===== src/core/sim_regs.vh =====
// Register map, field positions and timing constants of the system integrity monitor
`ifndef SIM_REGS_VH
`define SIM_REGS_VH

// Control/status register byte address
`define SIM_ADDR_CTRL_STATUS 4'h0

// Field positions in the control/status register
`define SIM_BIT_SRC_SEL 7
`define SIM_BIT_VIRQ_EN 6
`define SIM_BIT_VLOW_FLAG 5
`define SIM_BIT_LVRST_FLAG 4
`define SIM_BIT_RSVD 3
`define SIM_BIT_CGIRQ_EN 2
`define SIM_BIT_SAFE_FLAG 1
`define SIM_BIT_WDRST_FLAG 0

// Reset value of the register, cause bits excluded
`define SIM_CTRL_RESET 8'h00

// Reset delay after a low-supply, watchdog or external reset, in CPU cycles
`define SIM_DELAY_SHORT 13'h0100
`define SIM_DELAY_LONG 13'h1000

// AXI4-Lite responses
`define SIM_RESP_OKAY 2'h0
`define SIM_RESP_SLVERR 2'h2

`endif


===== src/core/sim_sync.v =====
// Two-stage synchroniser for asynchronous level inputs
`timescale 1ns/1ns
`default_nettype none

module sim_sync #(
  parameter W = 1
) (
  // Clock and reset
  input wire clk,
  input wire rst_n,
  input wire ce,
  // Data
  input wire [W-1:0] d,
  output reg [W-1:0] q
);

  reg [W-1:0] meta_q;

  always @(posedge clk or negedge rst_n) begin
    if (!rst_n) begin
      meta_q <= {W{1'b0}};
      q <= {W{1'b0}};
    end else if (ce) begin
      meta_q <= d;
      q <= meta_q;
    end
  end

endmodule // sim_sync

`default_nettype wire


===== src/core/sim_clk_guard.v =====
// Clock guard: safe oscillator switchover, glitch filter enable and safe-oscillator-active flag
`timescale 1ns/1ns
`default_nettype none

module sim_clk_guard (
  // Clock and reset
  input wire clk,
  input wire rst_n,
  input wire ce,
  // Options and modes
  input wire opt_guard_en,
  input wire opt_doubler_en,
  input wire halt_mode,
  // Synchronised main clock loss
  input wire osc_lost_s,
  // Register read of the control/status register
  input wire reg_read,
  // Outputs
  output reg safe_sel_q,
  output reg safe_osc_en_q,
  output reg filter_en_q,
  output reg safe_flag_q
);

  wire guard_on;
  wire safe_d;

  // Halt disables the switchover and the safe oscillator; the glitch filter enable does not depend on halt
  assign guard_on = opt_guard_en & ~halt_mode;
  assign safe_d = guard_on & osc_lost_s;

  always @(posedge clk or negedge rst_n) begin
    if (!rst_n) begin
      safe_sel_q <= 1'b0;
      safe_osc_en_q <= 1'b0;
      filter_en_q <= 1'b0;
      safe_flag_q <= 1'b0;
    end else if (ce) begin
      safe_sel_q <= safe_d;
      safe_osc_en_q <= guard_on;
      filter_en_q <= opt_guard_en & opt_doubler_en;
      if (!opt_guard_en) begin
        safe_flag_q <= 1'b0;
      end else if (halt_mode) begin
        safe_flag_q <= safe_flag_q;
      end else if (safe_d) begin
        // Set wins over a read in the same cycle
        safe_flag_q <= 1'b1;
      end else if (reg_read) begin
        safe_flag_q <= 1'b0;
      end
    end
  end

endmodule // sim_clk_guard

`default_nettype wire


===== src/core/sim_top.v =====
// System integrity monitor: low-supply reset, auxiliary voltage detector, clock guard, AXI4-Lite register
// Operation
// - Hold chip in static reset while supply is below the detector threshold.
// - Release above upper threshold, assert below lower threshold: hysteresis.
// - Drive external reset pin low during a low-supply reset.
// - No low-supply reset unless the option enables the detector.
// - Voltage-low flag mirrors the auxiliary comparator live and is read-only.
// - Auxiliary detector, flag and interrupt work only with detector option on.
// - Bit 7 picks supply (0) or external pin (1); software owned.
// - With enable set, both comparator edges request a voltage interrupt.
// - No voltage interrupt for crossings inside the post-reset delay.
// - Enabling while flag shows low raises one interrupt at enable time.
// - Pending voltage interrupt clears on service entry; enable is bit 6.
// - Glitch filter works only when the frequency doubler is on.
// - Lost main clock switches the core to the safe oscillator.
// - Core returns to the main oscillator once it recovers.
// - Safe-oscillator flag set in hardware; interrupt if its enable is set.
// - Interrupts reach the CPU only when enabled and CPU mask clear.
// - Wait mode changes nothing; enabled events wake the device.
// - Halt freezes the register and disables the clock guard.
// - After reset the register reads zero except cause bits 4 and 0.
// - Bit 5 reads 0 above upper, 1 below lower threshold; hardware only.
// - Safe flag bit 1 clears on register read after recovery; enable bit 2.
// - Bit 4 set by low-supply reset, cleared only by writing zero.
// - Bit 0 set by watchdog reset, cleared by writing zero or low-supply reset.
`timescale 1ns/1ns
`default_nettype none
`include "sim_regs.vh"

module sim_top #(
  parameter AW = 4
) (
  // Clock, reset, enable
  input wire clk,
  input wire rst_n,
  input wire ce,
  // Option settings
  input wire opt_lvd_en,
  input wire opt_long_delay,
  input wire opt_guard_en,
  input wire opt_doubler_en,
  // Analog comparators, asynchronous, high when voltage is below threshold
  input wire lvd_below_upper,
  input wire lvd_below_lower,
  input wire aux_supply_low,
  input wire aux_pin_low,
  // Main oscillator monitor, asynchronous, high when clock has vanished
  input wire main_osc_lost,
  // Reset causes and CPU status
  input wire wdg_reset_evt,
  input wire ext_reset_evt,
  input wire cpu_irq_masked,
  input wire voltage_isr_enter,
  input wire wait_mode,
  input wire halt_mode,
  // AXI4-Lite write address
  input wire [AW-1:0] s_axi_awaddr,
  input wire s_axi_awvalid,
  output reg s_axi_awready,
  // AXI4-Lite write data
  input wire [31:0] s_axi_wdata,
  input wire [3:0] s_axi_wstrb,
  input wire s_axi_wvalid,
  output reg s_axi_wready,
  // AXI4-Lite write response
  output reg [1:0] s_axi_bresp,
  output reg s_axi_bvalid,
  input wire s_axi_bready,
  // AXI4-Lite read address
  input wire [AW-1:0] s_axi_araddr,
  input wire s_axi_arvalid,
  output reg s_axi_arready,
  // AXI4-Lite read data
  output reg [31:0] s_axi_rdata,
  output reg [1:0] s_axi_rresp,
  output reg s_axi_rvalid,
  input wire s_axi_rready,
  // Reset outputs, reset pin is open drain
  output reg sys_reset_q,
  output reg reset_pin_out,
  output reg reset_pin_oe,
  // Clock control
  output wire safe_clk_sel,
  output wire safe_osc_en,
  output wire glitch_filter_en,
  // Interrupts and wake-up
  output reg voltage_irq,
  output reg clock_guard_irq,
  output reg wait_wake
);

  // Synchronised analog inputs
  wire [4:0] async_in;
  wire [4:0] sync_out;
  wire below_upper_s;
  wire below_lower_s;
  wire sup_low_s;
  wire pin_low_s;
  wire osc_lost_s;

  assign async_in = {main_osc_lost, aux_pin_low, aux_supply_low, lvd_below_lower, lvd_below_upper};

  sim_sync #(
    .W(5)
  ) u_sync (
    .clk(clk),
    .rst_n(rst_n),
    .ce(ce),
    .d(async_in),
    .q(sync_out)
  );

  assign below_upper_s = sync_out[0];
  assign below_lower_s = sync_out[1];
  assign sup_low_s = sync_out[2];
  assign pin_low_s = sync_out[3];
  assign osc_lost_s = sync_out[4];

  // Register fields
  reg src_sel_q;
  reg virq_en_q;
  reg vlow_flag_q;
  reg lvrst_flag_q;
  reg cgirq_en_q;
  reg wdrst_flag_q;
  reg vpend_q;
  wire safe_flag;

  // Low-supply detector state and post-reset delay
  reg low_q;
  reg [12:0] delay_cnt_q;
  wire low_d;
  wire delay_busy;
  wire [12:0] delay_len;

  // Bus state
  reg aw_held_q;
  reg w_held_q;
  reg [AW-1:0] awaddr_q;
  reg [31:0] wdata_q;
  reg [3:0] wstrb_q;
  wire aw_fire;
  wire w_fire;
  wire wr_go;
  wire [AW-1:0] wr_addr;
  wire [31:0] wr_data;
  wire [3:0] wr_strb;
  wire ar_fire;
  wire wr_hit;
  wire rd_hit;
  wire reg_wr;
  wire reg_rd;
  wire [7:0] reg_rdata;

  // Reset value as a vector so that single control bits can be picked from it
  localparam [7:0] CTRL_RST = `SIM_CTRL_RESET;

  function addr_hit;
    input [AW-1:0] a;
    begin
      addr_hit = (a[AW-1:2] == `SIM_ADDR_CTRL_STATUS >> 2);
    end
  endfunction

  // Hysteresis: once low, release needs the upper threshold; running, reset needs the lower
  assign low_d = opt_lvd_en & (low_q ? below_upper_s : below_lower_s);

  assign delay_len = opt_long_delay ? `SIM_DELAY_LONG : `SIM_DELAY_SHORT;
  assign delay_busy = (delay_cnt_q != 13'h0000);

  always @(posedge clk or negedge rst_n) begin
    if (!rst_n) begin
      low_q <= 1'b0;
      sys_reset_q <= 1'b0;
      reset_pin_out <= 1'b0;
      reset_pin_oe <= 1'b0;
      delay_cnt_q <= 13'h0000;
    end else if (ce) begin
      low_q <= low_d;
      sys_reset_q <= low_d;
      reset_pin_out <= 1'b0;
      reset_pin_oe <= low_d;
      // Reload while in reset so the delay counts from the release
      if (low_d | wdg_reset_evt | ext_reset_evt) begin
        delay_cnt_q <= delay_len;
      end else if (delay_busy) begin
        delay_cnt_q <= delay_cnt_q - 13'h0001;
      end
    end
  end

  // AXI4-Lite write path: address and data are taken in either order
  assign aw_fire = s_axi_awvalid & s_axi_awready;
  assign w_fire = s_axi_wvalid & s_axi_wready;
  assign wr_go = (aw_held_q | aw_fire) & (w_held_q | w_fire) & ~s_axi_bvalid;
  assign wr_addr = aw_held_q ? awaddr_q : s_axi_awaddr;
  assign wr_data = w_held_q ? wdata_q : s_axi_wdata;
  assign wr_strb = w_held_q ? wstrb_q : s_axi_wstrb;
  assign wr_hit = addr_hit(wr_addr);
  // Halt freezes the register, so software writes are dropped then
  assign reg_wr = wr_go & wr_hit & wr_strb[0] & ~halt_mode;

  always @(posedge clk or negedge rst_n) begin
    if (!rst_n) begin
      s_axi_awready <= 1'b0;
      s_axi_wready <= 1'b0;
      s_axi_bvalid <= 1'b0;
      s_axi_bresp <= `SIM_RESP_OKAY;
      aw_held_q <= 1'b0;
      w_held_q <= 1'b0;
      awaddr_q <= {AW{1'b0}};
      wdata_q <= 32'h00000000;
      wstrb_q <= 4'h0;
    end else if (ce) begin
      if (aw_fire) begin
        awaddr_q <= s_axi_awaddr;
      end
      if (w_fire) begin
        wdata_q <= s_axi_wdata;
        wstrb_q <= s_axi_wstrb;
      end
      if (wr_go) begin
        aw_held_q <= 1'b0;
        w_held_q <= 1'b0;
        s_axi_bvalid <= 1'b1;
        s_axi_bresp <= wr_hit ? `SIM_RESP_OKAY : `SIM_RESP_SLVERR;
      end else begin
        aw_held_q <= aw_held_q | aw_fire;
        w_held_q <= w_held_q | w_fire;
        if (s_axi_bvalid & s_axi_bready) begin
          s_axi_bvalid <= 1'b0;
        end
      end
      s_axi_awready <= ~s_axi_awready & ~aw_held_q & ~aw_fire & ~s_axi_bvalid & ~wr_go;
      s_axi_wready <= ~s_axi_wready & ~w_held_q & ~w_fire & ~s_axi_bvalid & ~wr_go;
    end
  end

  // AXI4-Lite read path, one cycle from address to data
  assign ar_fire = s_axi_arvalid & s_axi_arready;
  assign rd_hit = addr_hit(s_axi_araddr);
  assign reg_rd = ar_fire & rd_hit;

  assign reg_rdata = {src_sel_q, virq_en_q, vlow_flag_q, lvrst_flag_q, 1'b0, cgirq_en_q, safe_flag, wdrst_flag_q};

  always @(posedge clk or negedge rst_n) begin
    if (!rst_n) begin
      s_axi_arready <= 1'b0;
      s_axi_rvalid <= 1'b0;
      s_axi_rdata <= 32'h00000000;
      s_axi_rresp <= `SIM_RESP_OKAY;
    end else if (ce) begin
      s_axi_arready <= ~s_axi_arready & ~s_axi_rvalid & ~ar_fire;
      if (ar_fire) begin
        s_axi_rvalid <= 1'b1;
        s_axi_rdata <= rd_hit ? {24'h000000, reg_rdata} : 32'h00000000;
        s_axi_rresp <= rd_hit ? `SIM_RESP_OKAY : `SIM_RESP_SLVERR;
      end else if (s_axi_rvalid & s_axi_rready) begin
        s_axi_rvalid <= 1'b0;
      end
    end
  end

  // Clock guard
  sim_clk_guard u_guard (
    .clk(clk),
    .rst_n(rst_n),
    .ce(ce),
    .opt_guard_en(opt_guard_en),
    .opt_doubler_en(opt_doubler_en),
    .halt_mode(halt_mode),
    .osc_lost_s(osc_lost_s),
    .reg_read(reg_rd),
    .safe_sel_q(safe_clk_sel),
    .safe_osc_en_q(safe_osc_en),
    .filter_en_q(glitch_filter_en),
    .safe_flag_q(safe_flag)
  );

  // Auxiliary voltage detector
  wire aux_now;
  wire aux_edge;
  wire virq_rise;
  wire vpend_set;
  wire chip_reset;

  assign aux_now = opt_lvd_en & (src_sel_q ? pin_low_s : sup_low_s);
  // Edges during the reset delay are absorbed silently
  assign aux_edge = (aux_now != vlow_flag_q) & ~delay_busy & ~low_q;
  assign virq_rise = reg_wr & wr_data[`SIM_BIT_VIRQ_EN] & ~virq_en_q;
  assign vpend_set = opt_lvd_en & ~halt_mode & ((aux_edge & virq_en_q) | (virq_rise & vlow_flag_q));
  assign chip_reset = low_q | wdg_reset_evt | ext_reset_evt;

  always @(posedge clk or negedge rst_n) begin
    if (!rst_n) begin
      src_sel_q <= 1'b0;
      virq_en_q <= 1'b0;
      cgirq_en_q <= 1'b0;
      vlow_flag_q <= 1'b0;
      lvrst_flag_q <= 1'b0;
      wdrst_flag_q <= 1'b0;
      vpend_q <= 1'b0;
    end else if (ce) begin
      if (!halt_mode) begin
        vlow_flag_q <= aux_now;
      end
      if (chip_reset) begin
        // Any reset returns the control bits to their reset value
        src_sel_q <= CTRL_RST[`SIM_BIT_SRC_SEL];
        virq_en_q <= CTRL_RST[`SIM_BIT_VIRQ_EN];
        cgirq_en_q <= CTRL_RST[`SIM_BIT_CGIRQ_EN];
        vpend_q <= 1'b0;
      end else begin
        if (reg_wr) begin
          src_sel_q <= wr_data[`SIM_BIT_SRC_SEL];
          virq_en_q <= wr_data[`SIM_BIT_VIRQ_EN];
          cgirq_en_q <= wr_data[`SIM_BIT_CGIRQ_EN];
        end
        // Set wins over the service-entry clear
        if (vpend_set) begin
          vpend_q <= 1'b1;
        end else if (voltage_isr_enter) begin
          vpend_q <= 1'b0;
        end
      end
      // Bit 4 survives the other chip resets, bit 0 all but a low-supply reset; writing one leaves them alone
      if (low_q) begin
        lvrst_flag_q <= 1'b1;
      end else if (reg_wr & ~wr_data[`SIM_BIT_LVRST_FLAG]) begin
        lvrst_flag_q <= 1'b0;
      end
      if (low_q) begin
        wdrst_flag_q <= 1'b0;
      end else if (wdg_reset_evt) begin
        wdrst_flag_q <= 1'b1;
      end else if (reg_wr & ~wr_data[`SIM_BIT_WDRST_FLAG]) begin
        wdrst_flag_q <= 1'b0;
      end
    end
  end

  // Interrupt requests to the CPU and wake-up from wait
  wire v_req;
  wire cg_req;

  assign v_req = vpend_q & virq_en_q;
  // Clock guard enable has no effect when the guard is not fitted
  assign cg_req = safe_flag & cgirq_en_q & opt_guard_en;

  always @(posedge clk or negedge rst_n) begin
    if (!rst_n) begin
      voltage_irq <= 1'b0;
      clock_guard_irq <= 1'b0;
      wait_wake <= 1'b0;
    end else if (ce) begin
      voltage_irq <= v_req & ~cpu_irq_masked;
      clock_guard_irq <= cg_req & ~cpu_irq_masked;
      // Neither source may leave halt, only wait
      wait_wake <= wait_mode & ~halt_mode & (v_req | cg_req);
    end
  end

endmodule // sim_top

`default_nettype wire


===== config.mk =====
export PLATFORM = sky130hd
export DESIGN_NAME = sim_top
export DESIGN_NICKNAME = d
export VERILOG_FILES = /design/src/core/sim_sync.v /design/src/core/sim_clk_guard.v /design/src/core/sim_top.v
export VERILOG_INCLUDE_DIRS = /design/src /design/src/core
export SDC_FILE = /design/constraint.sdc
export NUM_CORES = 1
export LEC_CHECK = 0
export ABC_AREA = 1
export BUFFER_PORTS_ARGS = -buffer_cell sky130_fd_sc_hd__buf_2
export CORE_MARGIN = 8
export CORE_UTILIZATION = 41
export DETAILED_ROUTE_END_ITERATION = 12
export PLACE_DENSITY = 0.78
export SLEW_MARGIN = 20
export SYNTH_ARGS = -nofsm -noshare
export SYNTH_HDL_FRONTEND = slang
export SYNTH_SLANG_ARGS = --single-unit
export TNS_END_PERCENT = 100

===== constraint.sdc =====
create_clock -name clk -period 3.1 [get_ports clk]
set_clock_uncertainty 0.05 [all_clocks]
set_input_delay 0.465 -clock clk [delete_from_list [all_inputs] [get_ports clk]]
set_output_delay 0.465 -clock clk [all_outputs]
set_load 0.05 [all_outputs]

==> results.sh <==
export IMPL_synthTopCellsByCount="nand2_1, dfrtp_1, inv_1"
export IMPL_synth_top_cell_by_area="dfrtp_1"
export IMPL_fp_coreArea_mm2=0.007727
export IMPL_critical_path_endpoint_type="flip-flop"
export IMPL_clockPowerShare=0.272
export IMPL_synth_fa_ha_area_frac=0.007678
export IMPL_switching_share=0.4023
export IMPL_min_path_cells=3
export IMPL_r2r_cells=7
export IMPL_ys_flop_type="dfrtp_1"
export IMPL_clock_tree_buffer_depth=2
export IMPL_clk_pin_slew_worst_paths_ps=70
export IMPL_switching_power_mw=1.143
export IMPL_syn_cell_area_mm2=0.003259
export IMPL_cts_resized=0
export IMPL_tns_ps=0
export IMPL_drc=0
export IMPL_p_int_mw=1.698
export IMPL_power_density_mw_per_mm2=758.7
export IMPL_start_util=0.4218
export IMPL_port_buffers=54
export IMPL_clockRootBuffer="clkbuf_8"
export IMPL_grt_pass1_vias=2732
export IMPL_hold_path_class="in -> reg"
export IMPL_min_to="u_sync.meta_q[4]$_DFFE_PN0P_"
export IMPL_finalNonFillerCells=588
export IMPL_path_class="reg -> reg"
export IMPL_yosys_area_share_simple=0.2760
export IMPL_grt_first_pass_wirelength_um=12630
export IMPL_pwr_share_seq=0.390
export IMPL_n_antenna_cell=0
export IMPL_drive_above_1_share=0.1770
export IMPL_synthXorXnorAreaFrac=0.01881
export IMPL_leakagePower_nw=2.051
export IMPL_grt_max_degree=35
export IMPL_synth_top_family_by_area="simple AND/OR/NAND/NOR gates"
export IMPL_fin_util=0.4846
export IMPL_placed_area_mm2=0.003521
export IMPL_antenna_found_initial=0
export IMPL_finalCritPeriodShare=0.5738
export IMPL_critPathMaxFanout=18
export IMPL_wirelength_um=7491
export IMPL_p_comb_frac=0.338
export IMPL_finalMaxSlewViolations=0
export IMPL_rsz0062_at_grt="false"
export IMPL_startpoint_type="flip-flop"
export IMPL_synth_cell_types=29
export IMPL_wl_per_cell_um=12.74
export IMPL_cts_sinks=62
export IMPL_rows=32
export IMPL_final_nets=550
export IMPL_synthMuxAreaShare=0
export IMPL_synth_top_area_share=0.4760
export IMPL_ys_seq_elements=62
export IMPL_max_freq_ghz=0.5622
export IMPL_synth_compound_area_frac=0.08868
export IMPL_synth_cells=422
export IMPL_run_status="finished, final reports clean"
export IMPL_hpwl_um=5741
export IMPL_area_growth_pct=14.89
export IMPL_total_power_mw=2.841
export IMPL_reg2reg_to="delay_cnt_q[10]$_DFFE_PN0P_"
export IMPL_finalCriticalPeriod_ps=1779
export IMPL_max_slew_margin_rel=0.4620
export IMPL_vdd_drop_max_v=0.0003061
export IMPL_antenna_left=0
export IMPL_worstReg2RegStart="delay_cnt_q[0]$_DFFE_PN0P_"
export IMPL_die_y_um=105.2
export IMPL_final_hold_viol_count=0
export IMPL_setup_violations=0
export IMPL_numCtsBuffers=9
export IMPL_yosys_warnings=0
export IMPL_fin_area_mm2=0.003745
export IMPL_worst_pin_slew_ps=803.3
export IMPL_drt_pass1_iter_count=4
export IMPL_cp_required_ps=3250
export IMPL_yosysSeqAreaShare=0.4760
export IMPL_synth_area_leaders="dfrtp_1, nand2_1, buf_4"
export IMPL_maxCapViolCount=0
export IMPL_dieArea_mm2=0.01106
export IMPL_io_pins=117
export IMPL_min_delay_start="main_osc_lost"
export IMPL_synth_edff_count=0
export IMPL_ys_async_sr_fraction=1.000
export IMPL_vias=2738
export IMPL_post_cts_buffers=0
export IMPL_cp_arrival_ps=1930
export IMPL_vias_per_cell=4.656
export IMPL_track_usage=0.1404
export IMPL_fillerInstances=760
export IMPL_grt_overflow_total=0
export IMPL_cts_tree="built"
export IMPL_synth_area_per_cell_um2=7.724
export IMPL_synth_most_common_cell="nand2_1"
export IMPL_dp_cells=571
export IMPL_r2r_slack_ps=1320
export IMPL_die_w_um=105.2
export IMPL_htree_num_levels=3
export IMPL_first_iter_violations=143
export IMPL_gp_congestion=0.8475
export IMPL_clock_latency_ps=350
==> layer usage <==
layer  global-route usage  part of all wire
met5                    0                 0
met4              0.05301             0.016
met3              0.06327             0.074
met2               0.2276              0.48
met1               0.1590              0.43
==> kinds of logic (layout without fill, tap and decap cells) <==
| logic type | count (synthesis) | count (layout) |
|---|---|---|
| AND/OR/NAND/NOR | 217 | 217 |
| adder cells (fa/ha/maj) | 2 | 2 |
| XOR/XNOR | 7 | 7 |
| flip-flops | 62 | 62 |
| buffers and inverters | 82 | 119 |
| AO/OA/AOI/OAI | 51 | 51 |
| other | 1 | 28 |
==> placed cells by master, fill, tap and decap left out, types with 3 or more instances in the layout <==
| master | count |
|---|---|
| clkbuf_8 | 9 |
| inv_1 | 42 |
| or2_2 | 3 |
| nand2_1 | 134 |
| buf_4 | 3 |
| a21oi_1 | 6 |
| xor2_1 | 5 |
| o21ai_0 | 37 |
| inv_2 | 3 |
| conb_1 | 28 |
| dfrtp_1 | 62 |
| nor2_1 | 36 |
| buf_2 | 54 |
| nand2_2 | 3 |
| nand3_1 | 29 |
| nand4_1 | 7 |
==> sequential cells by signal, indices dropped and copies added, names as in the netlist, 2 cells and up <==
signal	count
u_sync.meta_q	5
wdata_q	5
delay_cnt_q	13
awaddr_q	2
u_sync.q	5
s_axi_rdata	7
==> worst max path at each step <==
stage                                          start                     endpoint  cells past startpoint
after floorplan                    low_q$_DFFE_PN0P_   delay_cnt_q[0]$_DFFE_PN0P_                      6
after global placement                 wdg_reset_evt  delay_cnt_q[12]$_DFFE_PN0P_                      8
after detailed placement               wdg_reset_evt  delay_cnt_q[10]$_DFFE_PN0P_                      6
after CTS                 delay_cnt_q[0]$_DFFE_PN0P_  delay_cnt_q[10]$_DFFE_PN0P_                      7
after global routing      delay_cnt_q[0]$_DFFE_PN0P_  delay_cnt_q[10]$_DFFE_PN0P_                      7
final                     delay_cnt_q[0]$_DFFE_PN0P_  delay_cnt_q[10]$_DFFE_PN0P_                      7
==> power by group through the flow <==
stage	Sequential, mW	Combinational, mW	Clock [mW]
finish	1.11	0.960	0.773
CTS	1.11	0.968	0.790
global placement	1.11	0.942	0
global route	1.14	1.08	0.835
floorplan	1.29	0.603	0
detailed placement	1.12	0.964	0
==> critical path, cell delays in order, from the launching register on <==
cell and delay, ps:
dfrtp_1 390, inv_1 170, ha_1 200, nand2_1 70
nor2_2 110, nand2_2 70, o21ai_4 400, o21ai_0 170
==> area by class of cell <==
type | instances | area, um2 | share of cell area
clock inverter | 6 | 86.33 | 0.02305
sequential | 62 | 1551 | 0.4143
inverter | 45 | 168.9 | 0.04511
timing repair buffer | 58 | 302.8 | 0.08086
tap | 102 | 127.6 | 0.03408
clock buffer | 10 | 127.6 | 0.03408
multi-input combinational | 305 | 1380 | 0.3685
==> what timing repair did <==
action,in CTS,in global routing
hold buffers,1,0
hold endpoints to repair,14,0
setup endpoints to repair,0,0
==> per-stage QoR <==
| step | setup slack, ps | hold WS [ps] |
|---|---|---|
| after floorplan | 1372 | 119.4 |
| after global placement | 1288 | 346.4 |
| after detailed placement | 1270 | 353.2 |
| after CTS | 1313 | 253.2 |
| after global routing | 1049 | 248.0 |
| final | 1321 | 266.3 |
Power figures use the tool's default switching activity.
